### src/core/mode_pkg.sv
// Constants, types and decode for the operating-mode output policy block
package mode_pkg;
  localparam int NCH    = 4;
  localparam int DUTY_W = 8;
  localparam int AO_W   = 16;
  localparam int ADDR_W = 4;

  // Physical outputs of the I/O modules; duty in percent code, ao in uA
  typedef struct packed {
    logic [NCH-1:0]             dout;
    logic [NCH-1:0][DUTY_W-1:0] time_proportioning_output;
    logic [NCH-1:0]             step_fwd;
    logic [NCH-1:0]             step_rev;
    logic [NCH-1:0][AO_W-1:0]   ao_code;
  } out_set_t;

  // Off: dout low, 0% duty, both drives off, 0.0 mA
  localparam out_set_t OUT_OFF = '0;

  // Functions that each mode enables or permits
  typedef struct packed {
    logic io_scan;
    logic fb_exec;
    logic diag_mon;
    logic module_detect;
    logic analog_input_calibration;
    logic analog_output_calibration;
    logic cfg_download;
    logic fw_download;
    logic force_ind;
  } perm_t;

  typedef enum {ST_PROGRAM, ST_RUN, ST_OFFLINE, ST_COLD} mode_state_t;

  // Mode request and status codes
  localparam logic [1:0] MODE_PROGRAM = 2'h0;
  localparam logic [1:0] MODE_RUN     = 2'h1;
  localparam logic [1:0] MODE_OFFLINE = 2'h2;
  localparam logic [1:0] MODE_COLD    = 2'h3;

  // Physical selector positions
  localparam logic [1:0] SEL_RUN_LOCK  = 2'h0;
  localparam logic [1:0] SEL_RUN_PROG  = 2'h1;
  localparam logic [1:0] SEL_PROG_LOCK = 2'h2;

  // Register map (byte addresses)
  localparam logic [ADDR_W-1:0] CTRL_OFS = 4'h0;
  localparam logic [ADDR_W-1:0] STAT_OFS = 4'h4;
  // CTRL fields: [1:0] mode request (write starts it), [11:8] fw major
  localparam int REQ_LSB = 0;
  localparam int FW_LSB  = 8;
  localparam logic [3:0] FW_RST = 4'h6;
  localparam logic [3:0] FW_V6  = 4'h6;
  // STATUS fields: [1:0] mode, [2] refused (write 1 clears), [16:8] perm
  localparam int ST_MODE_LSB = 0;
  localparam int ST_REF_BIT  = 2;
  localparam int ST_PERM_LSB = 8;

  // Cold start hold time with outputs off
  localparam int COLD_NS  = 1000;
  localparam int CLK_NS   = 10;
  localparam int COLD_CYC = (COLD_NS + CLK_NS - 1) / CLK_NS;
  localparam int CNT_W    = 8;

  function automatic perm_t perm_of(input mode_state_t s);
    perm_t p;
    p = '0;
    p.diag_mon      = 1'b1;
    p.module_detect = 1'b1;
    case (s)
      ST_RUN:
      begin
        p.io_scan      = 1'b1;
        p.fb_exec      = 1'b1;
        p.cfg_download = 1'b1;
        p.force_ind    = 1'b1;
      end
      ST_PROGRAM:
      begin
        p.io_scan                   = 1'b1;
        p.analog_input_calibration  = 1'b1;
        p.analog_output_calibration = 1'b1;
        p.cfg_download              = 1'b1;
        p.fw_download               = 1'b1;
      end
      ST_OFFLINE:
      begin
        p.io_scan                  = 1'b1;
        p.analog_input_calibration = 1'b1;
        p.force_ind                = 1'b1;
      end
      default:
      begin
        p.io_scan = 1'b0;
      end
    endcase
    return p;
  endfunction : perm_of

  function automatic logic [1:0] code_of(input mode_state_t s);
    case (s)
      ST_RUN:     return MODE_RUN;
      ST_OFFLINE: return MODE_OFFLINE;
      ST_COLD:    return MODE_COLD;
      default:    return MODE_PROGRAM;
    endcase
  endfunction : code_of
endpackage : mode_pkg

### src/core/mode_output_policy.sv
// Operating-mode policy: mode sequencer, output select and Avalon registers
// Behaviour
// - Offline entered only from run; else refused
// - Offline: scan on, blocks stopped, outputs frozen
// - Firmware 6.0+: offline to run cold-starts
// - Older firmware: offline to run resumes directly
// - Run: scan, execute, outputs follow blocks
// - Run: download, force lamps; no calibration
// - Program: scan, no execution, outputs off
// - Program: calibration, downloads allowed; no force lamps
// - Offline: input calibration, force lamps; no output cal
// - Diagnostics and module detection in every mode
// - Off: low, 0% duty, drives off, 0 mA
// - Frozen: digital and duty keep last values
// - Frozen: step drives both off
// - Frozen: analog keeps last current
// - Locked selector overrides display mode requests
`timescale 1ns/100ps
`default_nettype none
module mode_output_policy
(
  input  wire logic                  sys_clk,
  input  wire logic                  sys_rst,
  input  wire logic                  clk_en,
  input  wire logic [1:0]            sel_pos,
  input  wire mode_pkg::out_set_t    fb_result,
  input  wire logic [mode_pkg::ADDR_W-1:0] avs_address,
  input  wire logic                  avs_read,
  input  wire logic                  avs_write,
  input  wire logic [31:0]           avs_writedata,
  output logic [31:0]                avs_readdata,
  output logic                       avs_waitrequest,
  output mode_pkg::out_set_t         io_out,
  output mode_pkg::perm_t            perm,
  output logic                       mem_reinit
);
  import mode_pkg::*;

  mode_state_t      state_ff, nxt_state;
  out_set_t         hold_ff, nxt_hold;
  out_set_t         out_ff, nxt_out;
  perm_t            perm_ff, nxt_perm;
  logic [CNT_W-1:0] cold_ff, nxt_cold;
  logic [3:0]       fw_ff, nxt_fw;
  logic             ref_ff, nxt_ref;
  logic             wait_ff, nxt_wait;
  logic [31:0]      rdata_ff, nxt_rdata;
  logic             reinit_ff, nxt_reinit;
  logic             bus_req, wr_ctrl, wr_stat;
  logic [1:0]       req_code;
  logic             req_valid, refuse;

  // One-cycle answer: waitrequest drops the cycle after a request
  assign bus_req   = avs_read | avs_write;
  assign wr_ctrl   = avs_write & ~wait_ff & (avs_address == CTRL_OFS);
  assign wr_stat   = avs_write & ~wait_ff & (avs_address == STAT_OFS);
  assign req_code  = avs_writedata[REQ_LSB +: 2];

  // Display requests count only in the run/program selector position
  assign req_valid = wr_ctrl & (sel_pos == SEL_RUN_PROG);
  assign refuse    = req_valid & (req_code == MODE_OFFLINE)
                   & (state_ff != ST_RUN);

  // Mode sequencer
  always_comb
  begin
    nxt_state  = state_ff;
    nxt_cold   = cold_ff;
    nxt_reinit = 1'b0;
    case (state_ff)
      ST_COLD:
      begin
        // Memory reinit pulsed on entry; outputs off until the hold time runs out
        if (cold_ff == CNT_W'(COLD_CYC - 1))
          nxt_state = ST_RUN;
        else
          nxt_cold = cold_ff + CNT_W'(1);
      end
      ST_RUN:
      begin
        if (sel_pos == SEL_PROG_LOCK)
          nxt_state = ST_PROGRAM;
        else if (req_valid && req_code == MODE_PROGRAM)
          nxt_state = ST_PROGRAM;
        else if (req_valid && req_code == MODE_OFFLINE)
          nxt_state = ST_OFFLINE;
      end
      ST_OFFLINE:
      begin
        if (sel_pos == SEL_PROG_LOCK)
          nxt_state = ST_PROGRAM;
        else if (sel_pos == SEL_RUN_LOCK
                 || (req_valid && req_code == MODE_RUN))
        begin
          if (fw_ff >= FW_V6)
          begin
            nxt_state  = ST_COLD;
            nxt_cold   = '0;
            nxt_reinit = 1'b1;
          end
          else
            nxt_state = ST_RUN;
        end
        else if (req_valid && req_code == MODE_PROGRAM)
          nxt_state = ST_PROGRAM;
      end
      ST_PROGRAM:
      begin
        // Leaving program for run always goes through a cold start
        if (sel_pos == SEL_RUN_LOCK
            || (req_valid && req_code == MODE_RUN))
        begin
          nxt_state  = ST_COLD;
          nxt_cold   = '0;
          nxt_reinit = 1'b1;
        end
      end
      default:
      begin
        nxt_state = ST_PROGRAM;
      end
    endcase
  end

  always_ff @(posedge sys_clk or posedge sys_rst)
  begin
    if (sys_rst)
    begin
      state_ff  <= ST_PROGRAM;
      cold_ff   <= '0;
      reinit_ff <= 1'b0;
    end
    else if (clk_en)
    begin
      state_ff  <= nxt_state;
      cold_ff   <= nxt_cold;
      reinit_ff <= nxt_reinit;
    end
  end

  // Output select and hold register
  always_comb
  begin
    nxt_hold = hold_ff;
    if (state_ff == ST_RUN && nxt_state == ST_OFFLINE)
      nxt_hold = out_ff;
    nxt_perm = perm_of(nxt_state);
    case (nxt_state)
      ST_RUN:
        nxt_out = fb_result;
      ST_OFFLINE:
      begin
        // Frozen values come from the hold, taken as offline begins
        nxt_out = (state_ff == ST_RUN) ? out_ff : hold_ff;
        nxt_out.dout     = nxt_out.dout;
        nxt_out.step_fwd = '0;
        nxt_out.step_rev = '0;
        nxt_out.ao_code  = nxt_out.ao_code;
      end
      default:
        nxt_out = OUT_OFF;
    endcase
  end

  always_ff @(posedge sys_clk or posedge sys_rst)
  begin
    if (sys_rst)
    begin
      hold_ff <= OUT_OFF;
      out_ff  <= OUT_OFF;
      perm_ff <= '0;
    end
    else if (clk_en)
    begin
      hold_ff <= nxt_hold;
      out_ff  <= nxt_out;
      perm_ff <= nxt_perm;
    end
  end

  // Register slave; the refused flag set wins over a clear
  always_comb
  begin
    nxt_wait  = ~(bus_req & wait_ff);
    nxt_fw    = wr_ctrl ? avs_writedata[FW_LSB +: 4] : fw_ff;
    nxt_ref   = refuse | (ref_ff & ~(wr_stat & avs_writedata[ST_REF_BIT]));
    nxt_rdata = '0;
    if (avs_read && wait_ff)
    begin
      if (avs_address == CTRL_OFS)
        nxt_rdata[FW_LSB +: 4] = fw_ff;
      else if (avs_address == STAT_OFS)
      begin
        nxt_rdata[ST_MODE_LSB +: 2] = code_of(state_ff);
        nxt_rdata[ST_REF_BIT]       = ref_ff;
        nxt_rdata[ST_PERM_LSB +: $bits(perm_t)] = perm_ff;
      end
    end
  end

  always_ff @(posedge sys_clk or posedge sys_rst)
  begin
    if (sys_rst)
    begin
      wait_ff  <= 1'b1;
      fw_ff    <= FW_RST;
      ref_ff   <= 1'b0;
      rdata_ff <= '0;
    end
    else if (clk_en)
    begin
      wait_ff  <= nxt_wait;
      fw_ff    <= nxt_fw;
      ref_ff   <= nxt_ref;
      rdata_ff <= nxt_rdata;
    end
  end

  assign avs_waitrequest = wait_ff;
  assign avs_readdata    = rdata_ff;
  assign io_out          = out_ff;
  assign perm            = perm_ff;
  assign mem_reinit      = reinit_ff;

  // Checks on the mode policy
  chk_offline_entry: assert property (
    @(posedge sys_clk) disable iff (sys_rst)
    clk_en && nxt_state == ST_OFFLINE && state_ff != ST_OFFLINE
    |-> state_ff == ST_RUN)
    else $error("offline entered from a mode other than run");
  chk_offline_frozen: assert property (
    @(posedge sys_clk) disable iff (sys_rst)
    clk_en && state_ff == ST_OFFLINE && nxt_state == ST_OFFLINE
    |=> io_out.dout == $past(io_out.dout)
        && io_out.time_proportioning_output
           == $past(io_out.time_proportioning_output)
        && io_out.ao_code == $past(io_out.ao_code)
        && !perm.fb_exec && perm.io_scan)
    else $error("offline outputs moved or blocks ran");
  chk_cold_exit: assert property (
    @(posedge sys_clk) disable iff (sys_rst)
    clk_en && state_ff == ST_OFFLINE && nxt_state != ST_OFFLINE
    && nxt_state != ST_PROGRAM && fw_ff >= FW_V6
    |=> mem_reinit && io_out == OUT_OFF)
    else $error("new firmware left offline without cold start");
  chk_resume_exit: assert property (
    @(posedge sys_clk) disable iff (sys_rst)
    clk_en && state_ff == ST_OFFLINE && nxt_state != ST_OFFLINE
    && nxt_state != ST_PROGRAM && fw_ff < FW_V6
    |=> !mem_reinit && state_ff == ST_RUN)
    else $error("old firmware did not resume run");
  chk_run_follow: assert property (
    @(posedge sys_clk) disable iff (sys_rst)
    clk_en && nxt_state == ST_RUN |=> io_out == $past(fb_result)
    && perm.fb_exec && !perm.analog_input_calibration
    && !perm.analog_output_calibration)
    else $error("run outputs do not follow blocks");
  chk_prog_off: assert property (
    @(posedge sys_clk) disable iff (sys_rst)
    clk_en && nxt_state == ST_PROGRAM |=> io_out == OUT_OFF
    && perm.fw_download && !perm.force_ind)
    else $error("program mode outputs not off");
  chk_offline_perm: assert property (
    @(posedge sys_clk) disable iff (sys_rst)
    state_ff == ST_OFFLINE && $stable(state_ff)
    |-> perm.analog_input_calibration && !perm.analog_output_calibration
    && perm.force_ind && perm.diag_mon)
    else $error("offline permissions wrong");
  chk_step_off: assert property (
    @(posedge sys_clk) disable iff (sys_rst)
    state_ff == ST_OFFLINE ##1 state_ff == ST_OFFLINE
    |-> io_out.step_fwd == '0 && io_out.step_rev == '0)
    else $error("step drives on while frozen");
  chk_lock_wins: assert property (
    @(posedge sys_clk) disable iff (sys_rst)
    clk_en && sel_pos == SEL_PROG_LOCK && state_ff != ST_COLD
    |=> state_ff == ST_PROGRAM)
    else $error("locked program position ignored");
  chk_bus_answer: assert property (
    @(posedge sys_clk) disable iff (sys_rst)
    clk_en && bus_req && wait_ff |=> !avs_waitrequest)
    else $error("bus request not answered in one cycle");
  // A refusal must be flagged even when a clear lands in the same cycle
  chk_refuse_sticky: assert property (
    @(posedge sys_clk) disable iff (sys_rst)
    clk_en && refuse |=> ref_ff)
    else $error("refused offline request not flagged");
  // A low enable pauses the scan; mode and outputs must not drift
  chk_enable_freeze: assert property (
    @(posedge sys_clk) disable iff (sys_rst)
    !clk_en |=> $stable(state_ff) && $stable(io_out))
    else $error("state moved while enable was low");

  cov_offline: cover property (@(posedge sys_clk) disable iff (sys_rst)
    state_ff == ST_RUN ##1 state_ff == ST_OFFLINE);
  cov_cold: cover property (@(posedge sys_clk) disable iff (sys_rst)
    state_ff == ST_OFFLINE ##1 state_ff == ST_COLD);
  cov_refuse: cover property (@(posedge sys_clk) disable iff (sys_rst)
    refuse);
  cov_resume: cover property (@(posedge sys_clk) disable iff (sys_rst)
    state_ff == ST_OFFLINE ##1 state_ff == ST_RUN);
  cov_lock: cover property (@(posedge sys_clk) disable iff (sys_rst)
    state_ff == ST_RUN && sel_pos == SEL_PROG_LOCK);
endmodule : mode_output_policy
`default_nettype wire

### config.mk
export PLATFORM = sky130hd
export DESIGN_NAME = mode_output_policy
export DESIGN_NICKNAME = d
export VERILOG_FILES = /design/src/core/mode_pkg.sv /design/src/core/mode_output_policy.sv
export SDC_FILE = /design/constraint.sdc
export NUM_CORES = 1
export LEC_CHECK = 0
export BUFFER_PORTS_ARGS = -buffer_cell sky130_fd_sc_hd__buf_2
export CAP_MARGIN = 20
export CORE_ASPECT_RATIO = 1.1
export CORE_UTILIZATION = 54
export DETAILED_ROUTE_END_ITERATION = 7
export PLACE_DENSITY = 0.83
export SLEW_MARGIN = 0
export SYNTH_ARGS = -nofsm -noshare
export SYNTH_HDL_FRONTEND = slang
export SYNTH_SLANG_ARGS = --single-unit
### constraint.sdc
create_clock -name sys_clk -period 10.3 [get_ports sys_clk]
set_input_delay 2.06 -clock sys_clk [delete_from_list [all_inputs] [get_ports sys_clk]]
set_output_delay 2.06 -clock sys_clk [all_outputs]
set_load 0.005 [all_outputs]
==> metrics, run 1 <==
Final GP Congestion=0.8622; routed vias=9,981; maximum VDD drop=131.1 uV; synth warn=0; pin count of the biggest net entering global routing=100; period utilization=53.25%; post-place instance area=13,930 um^2; Critical Path Start Type=input port; total core area=23,080 um^2; Total GRT Usage=27.29%; fin cells=1,622; Yosys top cell area share=52.74%; reg-to-reg setup timing slack=6.34 ns; wire per inst=20.22 um; Synth area leader=dfrtp_1; post-cts gate resize count=0; Worst Path Required=10.72 ns; Final Core Density=64.89%; sequential cell area=6835 um^2; clock sink total=273; Async SR Flop Fraction=100.0%; Max-Cap Viols=0; PwrDens=231.1 nW/um^2; cell chain of the critical path=buf_2 -> or4_1 -> nor4_1 -> or4_4 -> buf_4 -> buf_4 -> mux2_4; most used cell, CP=buf_4; average size of a mapped cell=11.52 um^2; Critical-path top delay cell=buf_4; hpwl dp=19.19 mm; min Tclk post-route=5.484 ns; delay-heaviest family, CP=buffers and inverters; class of the worst hold path=reg -> reg; Iter 0 DRT Violations=695; Critical Path Fanout Max=54; initial core utilization=55.51%; area of the multi-input gates=5249 um^2; H-tree depth=1; first drt pass iteration count=5; clock-pin slew on the worst setup and hold paths=0.06 ns; FP Rows=58; IO Port Bufs=256; Die Y=163.5 um; die span in x=148.9 um; final instance area=14,980 um^2; Clock Path Buffers=3; number of global-route vias before repair=10,250; clock network latency to the later pin of the worst-skew pair=0.54 ns; io pins=302; Main synth FF type=dfrtp_1; WHS=0.4789 ns; cells after synthesis=1,112; die footprint=24,350 um^2; post-synthesis cell area=12,810 um^2; library cells used by synthesis=53; Cells after DPL=1,568; Final Skew=0.01747 ns; CTS tree=built; Final setup viols=0; CP endpoint kind=register; crit-path max cell delay=0.85 ns; DRT Wirelength=32.80 mm; post-route ant nets=0; flops & latches, synth=273; crit path kind=in -> reg; setup bufs post-CTS=0; initial antenna violation count=2; DRC viols=0; synth top area cells=dfrtp_1, mux2_4, o211ai_1; Hold Buf Count CTS=0; first-pass GRT wire length=53.49 mm; outcome=completed; TritonCTS Buffers=28; drt via density=6.154; Slew Viols, Final=0; EDFF count, synth=0; relative slew slack=27.23%; WP data arrival=5.91 ns; WP buf/inv=3; unrepaired setup endpoints after global routing=false; Worst-Margin Slew=1.092 ns; FMAX=182.3 MHz; final hold vios=0; share of cells above drive strength 1=33.89%; clk root buf=clkbuf_16; Layout area overhead=16.90%; register area share after synthesis=53.35%; Leak Pwr=7.033 nW; # fillers=1,766; grt total ovfl=0; final net count=1,450; TNS Setup=0 ns
## flip-flops by register name, indices dropped and copies added, names as in the netlist
signal / flops
avs_readdata: 11
avs_waitrequest: 1
cold_ff: 8
fw_ff: 4
hold_ff: 100
io_out: 108
mem_reinit: 1
perm: 7
ref_ff: 1
state_ff: 32
## routing by layer
metal,part of all wire (%),up-vias,track usage [%]
met3,6.7,75,5.615
met1,42,5008,35.92
met4,2.9,0,10.39
li1,-,4500,-
met2,49,398,44.39
met5,0,-,0
## cells in the final DEF (no fill, tap or decap), types with 7 or more instances in the layout
cell and count:
o21ai_0 10, o211ai_1 101, inv_1 7, clkbuf_16 29
nor2b_1 32, a21oi_1 109, conb_1 20, nand3_1 111
or4_1 8, nand2_1 8, buf_4 21, nor4_1 10
o2bb2ai_1 11, dfrtp_1 270, buf_2 255, o31ai_1 8
mux2_4 100, a31oi_1 103, clkbuf_8 12, nor2_1 12
## layout make-up
cell class | count | area share (%)
diodes | 3 | 0.05013
repair buffers | 276 | 9.575
multi-input cells | 711 | 35.05
well taps | 300 | 2.506
inverters | 8 | 0.2506
clock inverters | 7 | 0.9023
clock buffers | 44 | 6.024
flip-flops and latches | 273 | 45.64
## power breakdown
group	leakage [nW]	switching [mW]	internal, mW	total [mW]
registers	3.49	0.187	1.35	1.53
logic	3.03	0.374	0.434	0.808
clock network	0.515	0.423	0.697	1.12
## synthesized netlist by cell type, drive strengths merged, types with 11 or more instances
| library cell | instances |
|---|---|
| mux2 | 106 |
| buf | 36 |
| nor2 | 12 |
| clkbuf | 103 |
| o2bb2ai | 11 |
| o211ai | 101 |
| nand3 | 111 |
| dfrtp | 270 |
| nor2b | 32 |
| a21oi | 109 |
| a31oi | 103 |
## cell families (layout without fill, tap and decap cells)
kind of cell / Yosys count / in the layout / synth area share, %
compound gates: 360 / 360 / 17.98
fa+ha+maj: 1 / 1 / 0.09765
buf+inv: 147 / 335 / 6.436
flops: 273 / 273 / 53.35
mux: 107 / 107 / 12.33
other cells: 1 / 23 / 0.02927
simple gates: 223 / 223 / 9.776
## stage by stage
step	setup WS [ns]	power, mW
floorplan	0.7212	2.085
global placement	4.342	2.311
detailed placement	4.333	2.346
CTS	4.891	3.482
global route	4.686	3.630
finish	4.816	3.461
## final timing paths
path	start	endpoint	cells past startpoint
worst max-delay path	avs_address[1]	hold_ff[42]	7
worst min-delay path	mem_reinit	mem_reinit	1
worst max register to register	state_ff[6]	hold_ff[42]	7
worst min register to register	mem_reinit	mem_reinit	1
max in group asynchronous	sys_rst	io_out[65]	4
min in group asynchronous	sys_rst	hold_ff[97]	2
Power figures use the tool's default switching activity.
==> run 2: changes to the inputs <==
==> constraint.sdc (replaced) <==
create_clock -name sys_clk -period 5.5 [get_ports sys_clk]
set_input_delay 1.1 -clock sys_clk [delete_from_list [all_inputs] [get_ports sys_clk]]
set_output_delay 1.1 -clock sys_clk [all_outputs]
set_load 0.005 [all_outputs]
==> metrics, run 2 (same netlist as run 1, synthesis figures left out) <==
outcome=completed; Final setup viols=0; period utilization=70.87%; unrepaired setup endpoints after global routing=false; Critical Path Start Type=input port; final net count=1,454; drt via density=6.217; most common cell after layout, fill and taps aside=dfrtp_1; clock-pin slew on the worst setup and hold paths=0.06 ns; DRC viols=0; clock sink total=273; post-route ant nets=0; wire per inst=20.54 um; class of the worst hold path=reg -> reg; met2 usage=45.58%; crit path kind=in -> reg; M1 GR Usage=36.12%; number of global-route vias before repair=10,320; hpwl dp=19.43 mm; Final GP Congestion=0.8719; PwrDens=424.4 nW/um^2; initial core utilization=55.51%; IO Port Bufs=256; WHS=0.4768 ns; Critical Path Fanout Max=39; gr busiest metal=met2; relative slew slack=29.04%; DRT Wirelength=33.44 mm; io pins=302; leading cell types in the layout, fill and taps excluded=dfrtp_1, buf_2, nand3_1; share of cells above drive strength 1=33.53%; Layout area overhead=16.87%; Slew Viols, Final=0; Worst-Margin Slew=1.064 ns; Hold Buf Count CTS=0; min Tclk post-route=3.898 ns; clk root buf=clkbuf_16; H-tree depth=1; die footprint=24,350 um^2; Total GRT Usage=27.61%; maximum VDD drop=269.9 uV; FMAX=256.5 MHz; first drt pass iteration count=5; Leak Pwr=7.016 nW; TritonCTS Buffers=29; total core area=23,080 um^2; Final Skew=0.01447 ns; CTS tree=built; TNS Setup=0 ns; clock network latency to the later pin of the worst-skew pair=0.55 ns; Worst Path Required=5.92 ns; Max-Cap Viols=0; final hold vios=0; initial antenna violation count=4; max FFs per register=108; CP endpoint kind=register; met3 usage=5.140%; setup bufs post-CTS=0; die span in x=148.9 um; Die Y=163.5 um; pin count of the biggest net entering global routing=123; grt total ovfl=0; Iter 0 DRT Violations=819; first-pass GRT wire length=53.98 mm; routed vias=10,120; post-cts gate resize count=0; FP Rows=58; WP data arrival=4.32 ns; Clock Path Buffers=3
==> run 2: area by class of cell <==
| cell class | instances | area [um^2] |
|---|---|---|
| Tap cell | 300 | 375.4 |
| Sequential cell | 273 | 6835 |
| Antenna cell | 4 | 10.01 |
| Clock inverter | 7 | 100.1 |
| Timing Repair Buffer | 279 | 1519 |
| Inverter | 8 | 33.78 |
| Fill cell | 1793 | 8105 |
| Clock buffer | 46 | 849.6 |
| Multi-Input combinational cell | 711 | 5249 |
==> run 2: final timing paths <==
check,from,end,slack [ns],cells after the start
min reg2reg,mem_reinit,mem_reinit,0.48,1
min in group asynchronous,sys_rst,io_out[80],0.71,2
max in group asynchronous,sys_rst,io_out[68],3.71,3
max reg2reg,state_ff[6],hold_ff[98],1.91,6
max,avs_address[1],hold_ff[98],1.60,7
min,mem_reinit,mem_reinit,0.48,1
==> run 2: metal layers <==
| layer | share of wire, % | vias to the layer above |
|---|---|---|
| met2 | 49 | 402 |
| met5 | 0 | - |
| met1 | 42 | 5130 |
| li1 | - | 4516 |
| met4 | 3.0 | 0 |
| met3 | 6.7 | 74 |
==> run 2: through the flow <==
step | total power [mW] | area [um^2] | worst slack, ns | utilization, % | std cells
floorplan | 3.905 | 12890 | 0.7930 | - | 1131
global placement | 4.336 | 14010 | 1.162 | 60.72 | 1571
detailed placement | 4.407 | 14010 | 1.105 | 60.72 | 1571
CTS | 6.385 | 14960 | 1.655 | 64.83 | 1624
global route | 6.657 | 14970 | 1.483 | 64.88 | 1628
finish | 6.354 | 14970 | 1.602 | 64.88 | 1628
==> run 2: power breakdown <==
group / internal [mW] / leakage, nW / total [mW] / switching, mW
registers: 2.52 / 3.49 / 2.88 / 0.356
clock network: 1.15 / 0.467 / 1.95 / 0.796
logic: 0.821 / 3.06 / 1.53 / 0.708
total: 4.49 / 7.02 / 6.35 / 1.86
==> run 2: critical path, stage by stage <==
cell	delay, ns
buf_2	0.10
or4_1	0.70
nor4_1	0.62
a2bb2oi_1	0.18
or4_4	0.88
buf_4	0.37
mux2_4	0.32
==> run 3: changes to the inputs <==
--- a/config.mk
+++ b/config.mk
@@ -8,9 +8,9 @@
 export BUFFER_PORTS_ARGS = -buffer_cell sky130_fd_sc_hd__buf_2
 export CAP_MARGIN = 20
 export CORE_ASPECT_RATIO = 1.1
-export CORE_UTILIZATION = 54
+export CORE_UTILIZATION = 49
 export DETAILED_ROUTE_END_ITERATION = 7
-export PLACE_DENSITY = 0.83
+export PLACE_DENSITY = 0.8
 export SLEW_MARGIN = 0
 export SYNTH_ARGS = -nofsm -noshare
 export SYNTH_HDL_FRONTEND = slang
==> constraint.sdc (replaced) <==
create_clock -name sys_clk -period 3.2 [get_ports sys_clk]
set_input_delay 0.64 -clock sys_clk [delete_from_list [all_inputs] [get_ports sys_clk]]
set_output_delay 0.64 -clock sys_clk [all_outputs]
set_load 0.005 [all_outputs]
==> metrics, run 3 (same netlist as run 1, synthesis figures left out) <==
routed vias=10,170; Final GP Congestion=0.8082; DRT Wirelength=33.95 mm; Clock Path Buffers=3; initial core utilization=50.26%; most common cell after layout, fill and taps aside=dfrtp_1; H-tree depth=1; first drt pass iteration count=5; maximum VDD drop=454.4 uV; clock-pin slew on the worst setup and hold paths=0.06 ns; unrepaired setup endpoints after global routing=false; period utilization=97.63%; share of cells above drive strength 1=34.90%; post-place instance area=14,370 um^2; Pwr Total=11.07 mW; final hold vios=0; post-route ant nets=0; FMAX=320.1 MHz; Total GRT Usage=24.99%; pin count of the biggest net entering global routing=151; gr busiest metal=met2; class of the worst hold path=in -> async; first-pass GRT wire length=53.92 mm; leading cell types in the layout, fill and taps excluded=dfrtp_1, buf_2, nand3_1; die footprint=26,800 um^2; WP data arrival=3.54 ns; io pins=302; clock network latency to the later pin of the worst-skew pair=0.56 ns; met2 usage=41.63%; IO Port Bufs=256; Leak Pwr=7.192 nW; die span in x=156.2 um; wire per inst=20.04 um; Critical Path Fanout Max=39; drt via density=6.004; Max-Cap Viols=0; clk root buf=clkbuf_16; Worst-Margin Slew=0.9266 ns; Slew Viols, Final=0; max FFs per register=108; CTS tree=built; DRC viols=0; CP endpoint kind=register; TNS Setup=0 ns; crit-path max cell delay=0.54 ns; M1 GR Usage=32.05%; total core area=25,490 um^2; Worst Path Required=3.62 ns; Die Y=171.6 um; final net count=1,471; Final setup viols=0; cell chain of the critical path=or4_4 -> or4b_4 -> or4_1 -> or4_4 -> buf_12 -> mux2_4; initial antenna violation count=4; final instance area=15,360 um^2; outcome=completed; clock sink total=273; Critical-path top delay cell=or4_4; number of global-route vias before repair=10,230; hpwl dp=19.74 mm; post-cts gate resize count=0; FP Rows=61; Iter 0 DRT Violations=619; TritonCTS Buffers=29; # fillers=2,091; Final Skew=0.02737 ns; WHS=0.06926 ns; Hold Buf Count CTS=0; met3 usage=5.064%; setup bufs post-CTS=0; min Tclk post-route=3.124 ns; Critical Path Start Type=register; PwrDens=720.4 nW/um^2; most used cell, CP=or4_4; relative slew slack=38.23%; grt total ovfl=0; crit path kind=reg -> reg; Layout area overhead=19.93%
==> run 3: changes by cell type in the layout (fill, tap and decap cells not counted), sizes merged <==
cell	previous run	this run
buf	279	296
bufinv	2	3
clkbuf	46	38
clkinv	4	11
diode	4	7
==> run 3: final timing paths <==
kind	startpoint	end	slack, ns	depth (start not counted)
worst max register to register	state_ff[6]	hold_ff[99]	0.08	6
worst min-delay path	sys_rst	io_out[74]	0.07	2
max in group asynchronous	sys_rst	io_out[41]	2.20	3
worst max-delay path	state_ff[6]	hold_ff[99]	0.08	6
min in group sys_clk	avs_writedata[9]	fw_ff[1]	0.32	2
worst min register to register	mem_reinit	mem_reinit	0.48	1
==> run 3: metal layers <==
layer  wire [um]  vias up  part of all wire, %
li1            -     4565                    -
met1       14080     5171                   41
met2       16680      357                   49
met3        2171       75                  6.4
met4        1007        2                  3.0
met5           8        -                0.024
==> run 3: layout make-up <==
cell class,count,area (um^2),share of cell area (%)
diodes,7,17.52,0.1140
clock buffers,38,809.5,5.269
clock inverters,15,165.2,1.075
inverters,8,33.78,0.2199
multi-input cells,711,5249,34.16
flip-flops and latches,273,6835,44.49
well taps,346,432.9,2.818
repair buffers,296,1822,11.86
==> run 3: critical path: cells and delay by family, from the launching register on <==
family | cells | cell delay [ns]
mux | 1 | 0.33
buf+inv | 1 | 0.25
simple gates | 4 | 1.99
flops | 1 | 0.38
==> run 3: power by group <==
part	total, mW	internal (mW)	switching [mW]
logic	2.70	1.47	1.22
registers	4.93	4.33	0.599
clock network	3.44	2.02	1.42
==> run 3: stage by stage <==
| stage | utilization, % | cells | worst slack [ns] |
|---|---|---|---|
| floorplan | - | 1131 | -1.047 |
| global placement | 56.38 | 1634 | 0.002785 |
| detailed placement | 56.38 | 1634 | -0.03038 |
| CTS | 60.20 | 1687 | 0.06535 |
| global route | 60.23 | 1690 | 0.02469 |
| finish | 60.27 | 1694 | 0.07576 |
